## src/hdl/aoc_params.svh

```systemverilog
// register map, field positions and reset values of the analogue output block
// assumes: included by bare name from the module files
`ifndef AOC_PARAMS_SVH
`define AOC_PARAMS_SVH

// ==========================================
// unit registers, byte offsets
`define AOC_UNIT_CTRL_OFS 8'h00
`define AOC_IRQ_STAT_OFS 8'h04
`define AOC_IRQ_MASK_OFS 8'h08
`define AOC_DIAG_OFS 8'h0c

// ==========================================
// channel windows: base + channel * 0x20, word select inside
`define AOC_CH_BASE 8'h20
`define AOC_CH_WIN_SH 5
`define AOC_CH_CFG_SEL 3'h0
`define AOC_CH_VAL_SEL 3'h1
`define AOC_CH_UPR_SEL 3'h2
`define AOC_CH_LWR_SEL 3'h3
`define AOC_CH_FLT_SEL 3'h4
`define AOC_CH_IDL_SEL 3'h5
`define AOC_CH_CODE_SEL 3'h6

// ==========================================
// unit control fields and reset
`define AOC_SHORT_EN_BIT 0
`define AOC_HT_PRIO_BIT 1
`define AOC_SHORT_EN_RST 1'b1
`define AOC_HT_PRIO_RST 1'b0

// ==========================================
// channel fields and reset values
`define AOC_CFG_W 9
`define AOC_CFG_RST 9'h000
`define AOC_VAL_W 16
`define AOC_VAL_RST 16'h0000
`define AOC_UPR_RST 16'h03e8
`define AOC_LWR_RST 16'h0000
`define AOC_FLT_RST 16'h0000
`define AOC_IDL_RST 16'h0000
`define AOC_SCALE_UPR_MIN 16'h8002
`define AOC_SCALE_LWR_MAX 16'h7ffe
`define AOC_SCALE_LWR_MIN 16'h8001

`endif

```

## src/hdl/aoc_pkg.sv

```systemverilog
// types shared by the analogue output channel logic
// assumes: nothing, not even the parameter header
package aoc_pkg;
  localparam int NCH = 2;
  localparam int CIW = 1;
  localparam int DIAG_W = 1 + 2 * NCH;

  typedef enum logic [2:0] {
    RNG_0_10V = 3'b000,
    RNG_0_5V = 3'b001,
    RNG_1_5V = 3'b010,
    RNG_0_20MA = 3'b011,
    RNG_4_20MA = 3'b100
  } range_e;

  typedef enum logic [1:0] {
    FMT_OFFSET = 2'b00,
    FMT_SIGN_MAG = 2'b01,
    FMT_TWOS = 2'b10,
    FMT_SCALED = 2'b11
  } format_e;

  typedef struct packed {
    logic idle_en;
    logic fault_en;
    logic lower_en;
    logic upper_en;
    format_e fmt;
    range_e range;
  } chan_cfg_s;
endpackage

```

## src/hdl/chan_if.sv

```systemverilog
// bundle between the register side and one channel's drive logic
// assumes: one instance per channel, same clock on both ends
`timescale 1ns/1ps
interface chan_if;
  import aoc_pkg::*;
  chan_cfg_s cfg;
  logic [15:0] value;
  logic [15:0] upper;
  logic [15:0] lower;
  logic [15:0] fault_val;
  logic [15:0] idle_val;
  logic fault_act;
  logic idle_act;
  logic ht_prio;
  logic [15:0] code;
  logic upper_err;
  logic lower_err;

  modport ctrl (
    output cfg, value, upper, lower, fault_val, idle_val,
    output fault_act, idle_act, ht_prio,
    input code, upper_err, lower_err
  );
  modport chan (
    input cfg, value, upper, lower, fault_val, idle_val,
    input fault_act, idle_act, ht_prio,
    output code, upper_err, lower_err
  );
endinterface

```

## src/hdl/chan_drive.sv

```systemverilog
// one output channel: value conversion, limit checks, fault/idle/hold selection
// assumes: fault and idle activity already synchronised to hclk
`timescale 1ns/1ps
module chan_drive
  import aoc_pkg::*;
(
  // clock and reset
  input wire logic hclk,
  input wire logic hresetn,
  // channel bundle
  chan_if.chan ch
);
  logic [15:0] code_r;
  logic [15:0] code_nxt;
  logic [15:0] held_r;
  logic upper_err_r;
  logic lower_err_r;
  logic signed [15:0] sval;

  // ==========================================
  // value as signed count for comparison
  wire [15:0] mag_neg = (~{1'b0, ch.value[14:0]}) + 16'h0001;
  always_comb begin
    unique case (ch.cfg.fmt)
      FMT_OFFSET: sval = {~ch.value[15], ch.value[14:0]};
      FMT_SIGN_MAG: sval = ch.value[15] ? mag_neg : ch.value;
      FMT_TWOS: sval = ch.value;
      FMT_SCALED: sval = ch.value;
    endcase
  end

  // in scaled format the same comparators act on the scale limits
  wire up_hit = ch.cfg.upper_en && (sval > $signed(ch.upper));
  wire lo_hit = ch.cfg.lower_en && (sval < $signed(ch.lower));

  // ==========================================
  // output selection; fault outranks idle
  wire abnormal = ch.fault_act | ch.idle_act;
  wire use_fault = ch.ht_prio & ch.fault_act & ch.cfg.fault_en;
  wire use_idle = ch.ht_prio & ~ch.fault_act & ch.idle_act & ch.cfg.idle_en;
  assign code_nxt = use_fault ? ch.fault_val :
                    use_idle ? ch.idle_val :
                    abnormal ? held_r : ch.value;

  always_ff @(posedge hclk or negedge hresetn) begin
    if (!hresetn) begin
      code_r <= 16'h0000;
      held_r <= 16'h0000;
      upper_err_r <= 1'b0;
      lower_err_r <= 1'b0;
    end else begin
      code_r <= code_nxt;
      upper_err_r <= up_hit;
      lower_err_r <= lo_hit;
      if (!abnormal) begin
        held_r <= ch.value;
      end
    end
  end

  assign ch.code = code_r;
  assign ch.upper_err = upper_err_r;
  assign ch.lower_err = lower_err_r;
endmodule

```

## src/hdl/analog_output_channel_config.sv

```systemverilog
// unit control, AHB-Lite register file and supervision of all output channels
// assumes: AHB-Lite master on hclk; short, fault and idle arrive as async pins
`timescale 1ns/1ps
`include "aoc_params.svh"

module analog_output_channel_config
  import aoc_pkg::*;
(
  // bus clock and reset
  input wire logic hclk,
  input wire logic hresetn,
  // AHB-Lite slave
  input wire logic hsel,
  input wire logic [31:0] haddr,
  input wire logic [1:0] htrans,
  input wire logic hwrite,
  input wire logic [2:0] hsize,
  input wire logic [31:0] hwdata,
  input wire logic hready,
  output logic hreadyout,
  output logic hresp,
  output logic [31:0] hrdata,
  // field side pins
  input wire logic supply_short,
  input wire logic comm_fault,
  input wire logic comm_idle,
  // channel codes to the converters
  output logic [NCH-1:0][15:0] chan_code,
  // interrupt
  output logic irq
);
  // ==========================================
  // pin synchronisers
  logic [2:0] pin_meta_r;
  logic [2:0] pin_sync_r;

  always_ff @(posedge hclk or negedge hresetn) begin
    if (!hresetn) begin
      pin_meta_r <= 3'h0;
      pin_sync_r <= 3'h0;
    end else begin
      pin_meta_r <= {supply_short, comm_idle, comm_fault};
      pin_sync_r <= pin_meta_r;
    end
  end

  wire fault_s = pin_sync_r[0];
  wire idle_s = pin_sync_r[1];
  wire short_s = pin_sync_r[2];

  // ==========================================
  // bus address and data phases
  logic [7:0] addr_r;
  logic wr_pend_r;
  logic rd_pend_r;
  logic [31:0] hrdata_r;
  logic [31:0] rd_mux;

  wire bus_acc = hsel & htrans[1] & hready;

  always_ff @(posedge hclk or negedge hresetn) begin
    if (!hresetn) begin
      addr_r <= 8'h00;
      wr_pend_r <= 1'b0;
      rd_pend_r <= 1'b0;
    end else begin
      wr_pend_r <= bus_acc & hwrite;
      rd_pend_r <= bus_acc & ~hwrite;
      if (bus_acc) begin
        addr_r <= haddr[7:0];
      end
    end
  end

  // reads take one wait state so the answer comes from a flop
  always_ff @(posedge hclk or negedge hresetn) begin
    if (!hresetn) begin
      hrdata_r <= 32'h0000_0000;
    end else if (rd_pend_r) begin
      hrdata_r <= rd_mux;
    end
  end

  assign hreadyout = ~rd_pend_r;
  assign hresp = 1'b0;
  assign hrdata = hrdata_r;

  // ==========================================
  // address decode
  wire wr_en = wr_pend_r;
  wire [7:0] ch_off = addr_r - `AOC_CH_BASE;
  wire [7:0] ch_span = 8'(NCH << `AOC_CH_WIN_SH);
  wire ch_hit = (addr_r >= `AOC_CH_BASE) && (ch_off < ch_span);
  wire [CIW-1:0] ch_idx = ch_off[`AOC_CH_WIN_SH +: CIW];
  wire [2:0] reg_sel = ch_off[4:2];
  wire ctrl_hit = addr_r == `AOC_UNIT_CTRL_OFS;
  wire stat_hit = addr_r == `AOC_IRQ_STAT_OFS;
  wire mask_hit = addr_r == `AOC_IRQ_MASK_OFS;
  wire diag_hit = addr_r == `AOC_DIAG_OFS;

  // ==========================================
  // unit control
  logic short_en_r;
  logic ht_prio_r;
  logic short_err_r;

  always_ff @(posedge hclk or negedge hresetn) begin
    if (!hresetn) begin
      short_en_r <= `AOC_SHORT_EN_RST;
      ht_prio_r <= `AOC_HT_PRIO_RST;
    end else if (wr_en && ctrl_hit) begin
      short_en_r <= hwdata[`AOC_SHORT_EN_BIT];
      ht_prio_r <= hwdata[`AOC_HT_PRIO_BIT];
    end
  end

  // flag follows the pin, so it drops once the short is gone
  always_ff @(posedge hclk or negedge hresetn) begin
    if (!hresetn) begin
      short_err_r <= 1'b0;
    end else begin
      short_err_r <= short_en_r & short_s;
    end
  end

  // ==========================================
  // channel registers and drive logic
  chan_cfg_s cfg_r [NCH];
  logic [15:0] val_r [NCH];
  logic [15:0] upr_r [NCH];
  logic [15:0] lwr_r [NCH];
  logic [15:0] flt_r [NCH];
  logic [15:0] idl_r [NCH];
  logic [15:0] code_w [NCH];
  logic [2*NCH-1:0] ch_err;

  // out-of-span writes are clamped rather than refused, so a stray write
  // still leaves a limit that the comparators can reach, except an upper limit of 0x7fff, which has no ceiling clamp
  wire upr_low = $signed(hwdata[15:0]) < $signed(`AOC_SCALE_UPR_MIN);
  wire lwr_high = $signed(hwdata[15:0]) > $signed(`AOC_SCALE_LWR_MAX);
  wire lwr_low = $signed(hwdata[15:0]) < $signed(`AOC_SCALE_LWR_MIN);
  wire [15:0] upr_wdata = upr_low ? `AOC_SCALE_UPR_MIN : hwdata[15:0];
  wire [15:0] lwr_wdata = lwr_high ? `AOC_SCALE_LWR_MAX :
                          lwr_low ? `AOC_SCALE_LWR_MIN : hwdata[15:0];

  for (genvar c = 0; c < NCH; c++) begin : g_ch
    chan_if cif();
    wire ch_wr = wr_en & ch_hit & (ch_idx == CIW'(c));

    always_ff @(posedge hclk or negedge hresetn) begin
      if (!hresetn) begin
        cfg_r[c] <= chan_cfg_s'(`AOC_CFG_RST);
        val_r[c] <= `AOC_VAL_RST;
        upr_r[c] <= `AOC_UPR_RST;
        lwr_r[c] <= `AOC_LWR_RST;
        flt_r[c] <= `AOC_FLT_RST;
        idl_r[c] <= `AOC_IDL_RST;
      end else if (ch_wr) begin
        case (reg_sel)
          `AOC_CH_CFG_SEL: cfg_r[c] <= chan_cfg_s'(hwdata[`AOC_CFG_W-1:0]);
          `AOC_CH_VAL_SEL: val_r[c] <= hwdata[15:0];
          `AOC_CH_UPR_SEL: upr_r[c] <= upr_wdata;
          `AOC_CH_LWR_SEL: lwr_r[c] <= lwr_wdata;
          `AOC_CH_FLT_SEL: flt_r[c] <= hwdata[15:0];
          `AOC_CH_IDL_SEL: idl_r[c] <= hwdata[15:0];
          default: ;
        endcase
      end
    end

    assign cif.cfg = cfg_r[c];
    assign cif.value = val_r[c];
    assign cif.upper = upr_r[c];
    assign cif.lower = lwr_r[c];
    assign cif.fault_val = flt_r[c];
    assign cif.idle_val = idl_r[c];
    assign cif.fault_act = fault_s;
    assign cif.idle_act = idle_s;
    assign cif.ht_prio = ht_prio_r;

    chan_drive u_chan (
      .hclk(hclk),
      .hresetn(hresetn),
      .ch(cif)
    );

    assign code_w[c] = cif.code;
    assign chan_code[c] = cif.code;
    assign ch_err[2*c] = cif.upper_err;
    assign ch_err[2*c+1] = cif.lower_err;
  end

  // ==========================================
  // diagnostics and interrupt
  logic [DIAG_W-1:0] stat_r;
  logic [DIAG_W-1:0] mask_r;

  wire [DIAG_W-1:0] diag = {ch_err, short_err_r};
  wire [DIAG_W-1:0] w1c = (wr_en && stat_hit) ? hwdata[DIAG_W-1:0] : '0;
  // a new event in the clearing cycle wins over the clear
  wire [DIAG_W-1:0] stat_nxt = (stat_r & ~w1c) | diag;

  always_ff @(posedge hclk or negedge hresetn) begin
    if (!hresetn) begin
      stat_r <= '0;
      mask_r <= '0;
    end else begin
      stat_r <= stat_nxt;
      if (wr_en && mask_hit) begin
        mask_r <= hwdata[DIAG_W-1:0];
      end
    end
  end

  assign irq = |(stat_r & mask_r);

  // ==========================================
  // read selection
  wire [31:0] ctrl_rd = {30'h0, ht_prio_r, short_en_r};
  wire [31:0] cfg_rd = {23'h0, cfg_r[ch_idx]};
  wire [31:0] ch_rd =
    (reg_sel == `AOC_CH_CFG_SEL) ? cfg_rd :
    (reg_sel == `AOC_CH_VAL_SEL) ? {16'h0, val_r[ch_idx]} :
    (reg_sel == `AOC_CH_UPR_SEL) ? {16'h0, upr_r[ch_idx]} :
    (reg_sel == `AOC_CH_LWR_SEL) ? {16'h0, lwr_r[ch_idx]} :
    (reg_sel == `AOC_CH_FLT_SEL) ? {16'h0, flt_r[ch_idx]} :
    (reg_sel == `AOC_CH_IDL_SEL) ? {16'h0, idl_r[ch_idx]} :
    (reg_sel == `AOC_CH_CODE_SEL) ? {16'h0, code_w[ch_idx]} : 32'h0;
  wire [31:0] stat_rd = {{(32-DIAG_W){1'b0}}, stat_r};
  wire [31:0] mask_rd = {{(32-DIAG_W){1'b0}}, mask_r};
  wire [31:0] diag_rd = {{(32-DIAG_W){1'b0}}, diag};

  assign rd_mux = ctrl_hit ? ctrl_rd :
                  stat_hit ? stat_rd :
                  mask_hit ? mask_rd :
                  diag_hit ? diag_rd :
                  ch_hit ? ch_rd : 32'h0;
endmodule

```

## config.mk

```make
export PLATFORM = sky130hd
export DESIGN_NAME = analog_output_channel_config
export DESIGN_NICKNAME = d
export VERILOG_FILES = /design/src/hdl/aoc_pkg.sv /design/src/hdl/chan_if.sv /design/src/hdl/chan_drive.sv /design/src/hdl/analog_output_channel_config.sv
export VERILOG_INCLUDE_DIRS = /design/src /design/src/hdl
export SDC_FILE = /design/constraint.sdc
export NUM_CORES = 1
export LEC_CHECK = 0
export ABC_AREA = 1
export BUFFER_PORTS_ARGS = -buffer_cell sky130_fd_sc_hd__clkbuf_2
export CORE_UTILIZATION = 52
export CTS_CLUSTER_SIZE = 30
export DETAILED_ROUTE_END_ITERATION = 7
export GPL_TIMING_DRIVEN = 0
export HOLD_SLACK_MARGIN = 0.1
export PLACE_DENSITY = 0.71
export SYNTH_ARGS = -nofsm -noshare
export SYNTH_HDL_FRONTEND = slang
export SYNTH_SLANG_ARGS = --single-unit
export TNS_END_PERCENT = 50
```

## constraint.sdc

```tcl
create_clock -name hclk -period 3.4 [get_ports hclk]
set_clock_uncertainty 0.1 [all_clocks]
set_input_delay 0.34 -clock hclk [delete_from_list [all_inputs] [get_ports hclk]]
set_output_delay 0.34 -clock hclk [all_outputs]
set_load 0.05 [all_outputs]
```

# Word level (Yosys, flattened, before mapping)
# Index checks and enable logic that the tools add are counted.
[totals]
ff_bits = 307
inputBits = 77
elab_cells = 172
[op_classes]
add_sub_neg = 3
magnitude_cmp = 10
eq_ne = 15
mux = 47
n_bitwise = 29
reduce_logical = 27
[op_table]
columns = ["op", "n"]
rows = [
  ["16-bit 2-to-1 mux", 41],
  ["16-bit case mux with 3 select lines", 2],
  ["16-bit by 1-bit adder with 16-bit output (second input constant)", 2],
  ["16-bit > comparator", 2],
  ["16-bit < comparator", 2],
  ["16-bit < comparator (second input constant)", 2],
  ["15-bit inverter with 16-bit output", 2],
  ["9-bit 2-to-1 mux", 3],
  ["2-bit AND reduction", 12],
  ["8-bit by 4-bit == test with 1-bit output (second input constant)", 2],
  ["16-bit > comparator (second input constant)", 1],
  ["1-bit bitwise AND", 15],
  ["5-bit bitwise AND", 2],
  ["3-bit == test (second input constant)", 3],
  ["2-bit == test (second input constant)", 4],
  ["8-bit by 3-bit == test with 1-bit output (second input constant)", 1],
  ["8-bit by 6-bit >= comparator with 1-bit output (second input constant)", 1],
  ["1-bit logical AND", 8],
  ["8-bit logical NOT", 1],
  ["8-bit by 7-bit < comparator with 1-bit output (second input constant)", 1],
  ["8-bit by 6-bit subtractor with 8-bit output (second input constant)", 1],
  ["3-bit by 2-bit == test with 1-bit output (second input constant)", 2],
  ["1-bit inverter", 6],
  ["5-bit 2-to-1 mux", 1],
  ["11 further kinds", 14],
]

# Longest topological paths before layout
# Gate-level depths: netlist (run 1).
[depth]
word_depth = 17
depth_mapped = 20

# Modules after synthesis
# From an unflattened synthesis (run 1), not the netlist that was laid out.
[unflattened]
cells_unflattened = 2133
area_unflattened_um2 = 16097.9
[modules_own_cells]
columns = ["mod", "n_inst", "cells_each", "area_per_inst_um2", "seq_area_each_um2"]
rows = [
  ["analog_output_channel_config", 1, 1352, 10700.3, 5596.6],
  ["chan_drive (g_ch[0].u_chan)", 1, 394, 2716.4, 850.8],
  ["chan_drive (g_ch[1].u_chan)", 1, 387, 2681.3, 850.8],
]

# Worst setup path after synthesis (run 1)
# Ideal clock, no wire load.
[synth_path]
path_kind = "flip-flop to flip-flop"
startpoint = "register addr_r[5]"
endpoint = "register upr_r, in the netlist g_ch[0].cif.upper[1]"
setup_time_ns = 0.126
arrival_ns = 2.612
required_ns = 3.174
path_slack_ns = 0.561
stages_incl_launch_ff = 15
n_path_buf = 5
cell_sequence = "dfrtp_1 inv_2 clkbuf_1 buf_2 buf_1 ha_1 inv_1 a21oi_1 nand2_2 nor3_4 nand2_1 inv_1 buf_4 buf_4 o21ai_0"
[synth_between]
elab_chain_len = 6
word_cells_on_any_way = 8
cone_classes = "add/sub (1); order compare (2); bitwise (3); reduce/logical (2)"
[synth_rtl]
columns = ["item", "line", "rtl"]
rows = [
  ["from (decl)", "analog_output_channel_config.sv:53", "logic [7:0] addr_r;"],
  ["from (signal assigned)", "analog_output_channel_config.sv:70", "addr_r <= haddr[7:0];"],
  ["8-bit by 6-bit subtractor with 8-bit output (no line)", "n/a", ""],
  ["8-bit by 7-bit < comparator with 1-bit output", "analog_output_channel_config.sv:93", "wire ch_hit = (addr_r >= `AOC_CH_BASE) && (ch_off < ch_span);"],
  ["1-bit logical AND", "analog_output_channel_config.sv:93", ""],
  ["1-bit bitwise AND", "analog_output_channel_config.sv:148", "wire ch_wr = wr_en & ch_hit & (ch_idx == CIW'(c));"],
  ["1-bit bitwise AND *", "analog_output_channel_config.sv:148", ""],
  ["2-bit AND reduction (no line) *", "n/a", ""],
  ["to (signal, indexed assignment)", "analog_output_channel_config.sv:154", "upr_r[c] <= `AOC_UPR_RST;"],
  ["to (signal, indexed assignment)", "analog_output_channel_config.sv:162", "`AOC_CH_UPR_SEL: upr_r[c] <= upr_wdata;"],
  ["to (decl)", "analog_output_channel_config.sv:130", "logic [15:0] upr_r [NCH];"],
]
# Mark *: on every way between the ends. The rest lies on a longest branch, timed or not.
# A chain may end at the register's enable or synchronous reset.

# Final worst setup path (run 1)
[layout_path]
startpoint = "register val_r, in the netlist g_ch[0].cif.value[0]"
endpoint = "register g_ch[0].u_chan.upper_err_r"
[layout_between]
elab_chain_len = 6
[layout_rtl]
columns = ["item", "line", "rtl"]
rows = [
  ["from (decl)", "analog_output_channel_config.sv:129", "logic [15:0] val_r [NCH];"],
  ["from (signal, indexed assignment)", "analog_output_channel_config.sv:153", "val_r[c] <= `AOC_VAL_RST;"],
  ["from (signal, indexed assignment)", "analog_output_channel_config.sv:161", "`AOC_CH_VAL_SEL: val_r[c] <= hwdata[15:0];"],
  ["15-bit inverter with 16-bit output", "chan_drive.sv:22", "wire [15:0] mag_neg = (~{1'b0, ch.value[14:0]}) + 16'h0001;"],
  ["16-bit by 1-bit adder with 16-bit output", "chan_drive.sv:22", ""],
  ["16-bit 2-to-1 mux", "chan_drive.sv:26", "FMT_SIGN_MAG: sval = ch.value[15] ? mag_neg : ch.value;"],
  ["16-bit case mux with 3 select lines *", "chan_drive.sv:24", "unique case (ch.cfg.fmt)"],
  ["16-bit > comparator *", "chan_drive.sv:33", "wire up_hit = ch.cfg.upper_en && (sval > $signed(ch.upper));"],
  ["1-bit logical AND *", "chan_drive.sv:33", ""],
  ["net g_ch[0].u_chan.up_hit", "chan_drive.sv:33", ""],
  ["to (signal assigned)", "chan_drive.sv:53", "upper_err_r <= up_hit;"],
  ["to (decl)", "chan_drive.sv:16", "logic upper_err_r;"],
]
# Mark *: on every way through the listed nets, which the timed path passes. The rest lies on a longest branch.

==> results.toml, run 1 <==
[timing]
tightestPinTransition_ps = 1010
fin_setup_tns_ps = 0
fin_crit_sh = 0.980
hold_viol_final = 0
fmax_ghz = 0.300
finalMaxSlewViolations = 0
setup_viol_count_final = 0
slew_headroom = 0.327
final.min_clock_period_ps = 3330

[routing]
drc = 0
drt_iter0_markers = 1647
drtPass1Iterations = 6
wire_per_inst_um = 20.8
vias = 14800
detail-route-antenna-nets = 0
finalWirelength_mm = 53.6
avgViaCountPerCell = 5.72

[synthesis]
synth_top_flop_cell = "dfrtp_1"
async_reset_ff_frac = 1.00
synth_seq_cells = 291
synthTopCellsByArea = "dfrtp_1 (45%), nand2_1 (14%), o21ai_0 (9.9%)"
synthDistinctLibCells = 39
synth_top_area_share = 0.445
syn_avg_cell_area_um2 = 7.76
ys_seq_area_frac = 0.467
yosys.area.top_type = "dfrtp_1"
synth_warnings = 0
synth-edff-count = 0
syn_area_mm2 = 0.0156
synthCells = 2013

[clocking]
htree_levels = 2
clk_pin_slew_ps = 60
clock_sinks = 291
clock_latency_ps = 540
tritoncts = "built"
clockBufferDepth = 3
numCtsBuffers = 34
root_buffer = "clkbuf_16"

[cells_and_area]
diodes = 0
final_cell_mix = "nand2_1 (576), o21ai_0 (305), dfrtp_1 (277)"
finish.utilization = 0.612
syn_to_final_growth_pct = 15.9
num-fill-cells = 2731
fin_nets = 2316
final_common_cell = "nand2_1"
drive_above_1_share = 0.107

[floorplanning]
initial_core_util = 0.528
die_w_um = 175
core_area_mm2 = 0.0296
dieArea_mm2 = 0.0307
rows = 63
die_h_um = 175
io_pins = 144

[setup_path]
criticalPathCategory = "reg -> reg"
path_cells = "inv_1 -> ha_1 -> nand4_1 -> buf_4 -> o31ai_1 -> xor2_1 -> inv_1 -> ha_1 -> nand2_1 -> nor3_1 -> nand2_1 -> nand3_1 -> nor3_1 -> nor2_1"
cpPeakStageDelay_ps = 450
worst_setup_path_start_kind = "flip-flop"
crit_start = "g_ch[0].cif.value[0]$_DFFE_PN0P_"
path_delay_family = "simple AND/OR/NAND/NOR gates"
worst_path_max_delay_cell = "dfrtp_1"
worstPathRequired_ps = 3710
worst-path-buf-inv = 3
end_kind = "flip-flop"
arrival_ps = 3640
cp_max_fo = 5
regToRegStartpoint = "g_ch[0].cif.value[0]$_DFFE_PN0P_"

[global_routing]
antenna_found_initial = 0
first_global_vias = 14400
grt_use_total = 0.355
grt_max_degree = 113
grt_overflow = 0
grt_pass1_wl_mm = 82.3

[place]
place_congestion = 0.987
hpwl_mm = 40.8
numPortBuffers = 82

[run]
drv_cap = 0

[power]
p_leak_nw = 9.26
irDropWorstVdd_mv = 0.369
p_per_area_mw_per_mm2 = 559

[worst_hold_path]
hold_path.class = "in -> reg"
min-delay-start = "hwdata[12]"

[outcome]
outcome = "complete, no violations"
## area by class of cell
cell class	count	area (um^2)	area share
sequential	291	7300	0.403
buffer	111	518	0.0286
timing repair buffer	107	682	0.0377
clock buffer	46	946	0.0523
clock inverter	12	183	0.0101
inverter	235	882	0.0487
multi-input combinational	1391	7100	0.392
tap	390	488	0.0270
## layer usage
layer,part of all wire,up-vias,wire length [um],track usage
met5,0,-,0,0
met4,0.043,0,2300,0.154
met3,0.089,131,4770,0.0615
met2,0.45,775,24100,0.556
met1,0.42,7031,22400,0.487
li1,-,6830,-,-
## where the power goes
part | internal (mW) | switching (mW)
logic | 0.679 | 1.78
registers | 3.74 | 0.173
clock network | 2.21 | 1.54
## cell usage after synthesis, drive strengths merged (5+ instances only)
library cell and count:
o211ai 30, dfstp 13, clkbuf 76, nand3b 6, xor2 26, clkinv 5
nand4 12, ha 68, mux2i 7, a31oi 25, dfrtp 278, nor4 11
buf 36, nand3 33, a211oi 7, nor3 25, o22ai 15, a21oi 64
nor2 131, or2 8, inv 230, o21ai 312, nand2 578
## sequential cells by signal, summed over array words and instances, names as in the netlist, 16 cells and up
name / count
g_ch.u_chan.ch.code: 32
g_ch.cif.idle_val: 32
cfg_r: 18
hrdata: 16
g_ch.u_chan.held_r: 32
g_ch.cif.upper: 32
g_ch.cif.value: 32
g_ch.cif.fault_val: 32
g_ch.cif.lower: 32
## path summary, 6_finish.rpt
check,endpoint,slack [ps],cells after the start
setup / recovery,g_ch[0].u_chan.ch.upper_err$_DFF_PN0_,70,14
hold / removal,g_ch[1].cif.value[12]$_DFFE_PN0P_,140,3
setup reg to reg,g_ch[0].u_chan.ch.upper_err$_DFF_PN0_,70,14
hold reg to reg,pin_sync_r[1]$_DFF_PN0_,250,0
max in group asynchronous,g_ch[0].cif.fault_val[10]$_DFFE_PN0P_,1840,3
min in group asynchronous,mask_r[2]$_DFFE_PN0P_,320,2
## through the flow
step / cells / hold WS, ps / total power [mW] / cell area, um^2 / worst slack [ps]
global route: 2583 / 193 / 10.5 / 18100 / -40.7
global placement: 2501 / 232 / 6.26 / 16600 / -4300
detailed placement: 2503 / 235 / 6.30 / 16600 / -993
CTS: 2576 / 144 / 10.0 / 18000 / -20.8
floorplan: 2029 / -55.6 / 5.43 / 15700 / 561
finish: 2583 / 143 / 10.1 / 18100 / 68.2
## cell families (layout without fill, tap and decap cells)
logic type                 Yosys count  count (layout)  synth area share
and+or+nand+nor                    804             804             0.207
AOI/OAI and AO/OA                  467             467             0.162
buffers and inverters              347             511            0.0887
DFF                                291             291             0.467
adders and majority gates           68              68            0.0545
xor gates and xnor gates            26              26            0.0146
muxes                                9               9           0.00593
other                                1              17          0.000240
## worst register-to-register path, delay by kind of cell (launching register included)
family | cells | cell delay (ps)
buffers and inverters | 3 | 540
XOR/XNOR | 1 | 320
AND/OR/NAND/NOR | 7 | 970
AO/OA/AOI/OAI | 1 | 260
flip-flops | 1 | 450
adder cells (fa/ha/maj) | 2 | 570
## what timing repair did
item                                    CTS  global route
hold endpoints to repair                 81             0
resized for setup                        11            35
endpoints found under the setup margin  198           141
setup buffers                             2             7
pin swaps                                 1             8
hold buffers                             14             0
No activity file was read; power rests on OpenSTA's default activity.
==> inputs of run 2 (changes only) <==
ABC_AREA = not set   (was 1)
SETUP_SLACK_MARGIN = 0.1   (was not set)
==> results.toml, run 2 <==
[cells_and_area]
final_cell_mix = "dfrtp_1 (269), mux2_2 (166), a21oi_1 (124)"
final_common_cell = "dfrtp_1"
num-fill-cells = 2424
finish.utilization = 0.625
final_cells = 2090
fin_nets = 1818
drive_above_1_share = 0.276
syn_to_final_growth_pct = 17.9

[timing]
slew_headroom = 0.346
setup_viol_count_final = 2
final.min_clock_period_ps = 3640
rsz0062_at_grt = "true"
fin_crit_sh = 1.07
fmax_ghz = 0.275
tightestPinTransition_ps = 982
fin_ws_ps = -240
hold_viol_final = 0
finalMaxSlewViolations = 0

[floorplanning]
io_pins = 144
die_w_um = 176
rows = 63
initial_core_util = 0.530
core_area_mm2 = 0.0298
die_h_um = 176
dieArea_mm2 = 0.0311

[setup_path]
arrival_ps = 4000
regToRegStartpoint = "g_ch[0].cif.value[2]$_DFFE_PN0P_"
crit_cells = 12
path_delay_family = "simple AND/OR/NAND/NOR gates"
r2r-end = "g_ch[0].u_chan.ch.upper_err$_DFF_PN0_"
r2r_setup_slack_ps = -240
criticalPathCategory = "reg -> reg"
reg2regPathDepth = 12
cpPeakStageDelay_ps = 570
crit_start = "g_ch[0].cif.value[2]$_DFFE_PN0P_"
cp_max_fo = 7
end_kind = "flip-flop"
worst_setup_path_start_kind = "flip-flop"
crit_path_end = "g_ch[0].u_chan.ch.upper_err$_DFF_PN0_"
worstPathRequired_ps = 3770
path_cells = "or4_4 -> nor4_4 -> nor2b_4 -> a21boi_1 -> o21ai_1 -> o31ai_2 -> ha_1 -> and4_4 -> a21o_1 -> a311oi_2 -> nor2_1 -> a211oi_2"
worst-path-buf-inv = 0
worst_path_max_delay_cell = "or4_4"

[clocking]
clockBufferDepth = 3
numCtsBuffers = 31
clock_latency_ps = 590
clock_sinks = 291
tritoncts = "built"
clk_pin_slew_ps = 60
root_buffer = "clkbuf_16"
htree_levels = 1

[place]
place_congestion = 0.996
hpwl_mm = 36.6
dp_cells = 1975
numPortBuffers = 76

[synthesis]
synth-edff-count = 0
synth_seq_cells = 291
syn_avg_cell_area_um2 = 10.6
ys_seq_area_frac = 0.462
synthTopCellsByArea = "dfrtp_1 (44%), mux2_2 (12%), mux2i_1 (5.8%)"
yosys.area.top_type = "dfrtp_1"
synth_warnings = 0
synth_most_common_cell = "dfrtp_1"
synth_top_flop_cell = "dfrtp_1"
synth_top_area_share = 0.440
synthCells = 1491
async_reset_ff_frac = 1.00
ys_top_cells_by_count = "dfrtp_1 (278), mux2_2 (166), a21oi_1 (127)"
synthDistinctLibCells = 69
syn_area_mm2 = 0.0158

[global_routing]
grt_pass1_wl_mm = 76.1
grt_overflow = 0
grt_use_total = 0.328
met2_usage = 0.512
grt_max_degree = 110
gr-usage-met1 = 0.438
met3_usage = 0.0633
top_usage_layer = "met2"
first_global_vias = 12700
antenna_found_initial = 0

[worst_hold_path]
hold_path.class = "in -> reg"

[routing]
vias = 12700
drc = 0
wire_per_inst_um = 24.0
avgViaCountPerCell = 6.07
drtPass1Iterations = 5
drt_iter0_markers = 998
detail-route-antenna-nets = 0
finalWirelength_mm = 50.1

[power]
irDropWorstVdd_mv = 0.516
p_leak_nw = 9.09
p_per_area_mw_per_mm2 = 577

[outcome]
violations = "negative setup slack"
outcome = "complete, but fails checks"

[run]
drv_cap = 0
-- run 2: layer usage --
metal / up-vias / part of all wire
met5: - / 0
met4: 0 / 0.051
met3: 140 / 0.087
met2: 637 / 0.45
met1: 6277 / 0.41
li1: 5628 / -
-- run 2: area by class of cell --
type                       count  area (um^2)  share of cell area
multi-input combinational   1038         8040               0.431
clock inverter                11          151             0.00812
timing repair buffer         133          923              0.0496
inverter                      76          288              0.0154
clock buffer                  47          916              0.0491
tap                          390          488              0.0262
sequential                   291         7310               0.392
antenna                        2         5.00            0.000269
buffer                       102          515              0.0277
-- run 2: power by group --
part / internal, mW / leakage (nW) / switching [mW] / total, mW
clock: 2.09 / 0.525 / 1.47 / 3.56
sequential: 3.86 / 3.22 / 0.327 / 4.19
combinational: 1.06 / 5.35 / 1.94 / 3.00
-- run 2: timing repair --
action	CTS	global route
hold endpoints to repair	123	0
resized for setup	51	21
pin swaps	22	20
setup endpoints to repair	4	35
hold buffers	25	0
setup buffers	17	13
-- run 2: worst min-delay path by stage --
stage          cells past startpoint                 endpoint                     from  slack, ps
2_1_floorplan                      0    addr_r[0]$_DFFE_PN0P_                  hresetn        -60
3_3_place_gp                       0  pin_sync_r[2]$_DFF_PN0_  pin_meta_r[2]$_DFF_PN0_        230
3_5_place_dp                       0  pin_sync_r[0]$_DFF_PN0_  pin_meta_r[0]$_DFF_PN0_        240
4_1_cts                            3          wr_en$_DFF_PN0_                   hready        140
5_1_grt                            3          wr_en$_DFF_PN0_                   hready        200
6_report                           3      rd_pend_r$_DFF_PN0_                   hready        170
-- run 2: tightest hold or removal path: stages --
cell	delay, ps
clkbuf_2	80
nand3_1	320
nor2_1	80
-- run 2: metrics by stage --
step | setup TNS (ps) | hold WS, ps | setup WS [ps] | total power [mW] | area [um^2]
2_1_floorplan | 0 | -55.6 | 214 | 6.06 | 15900
3_3_place_gp | -1190370 | 235 | -4210 | 6.95 | 16700
3_5_place_dp | -1930 | 236 | -726 | 7.01 | 16800
4_1_cts | -304 | 139 | -256 | 10.7 | 18400
5_1_grt | -520 | 197 | -285 | 11.2 | 18600
6_report | -381 | 165 | -240 | 10.8 | 18600
-- run 2: cell families (layout without fill, tap and decap cells) --
logic type | Yosys count | after routing | share of synthesized area
muxes | 274 | 274 | 0.196
DFF | 291 | 291 | 0.462
adders and majority gates | 68 | 68 | 0.0538
and+or+nand+nor | 307 | 307 | 0.0933
xor gates and xnor gates | 27 | 27 | 0.0150
AOI/OAI and AO/OA | 345 | 345 | 0.129
other | 1 | 19 | 0.000237
buffers and inverters | 178 | 369 | 0.0506
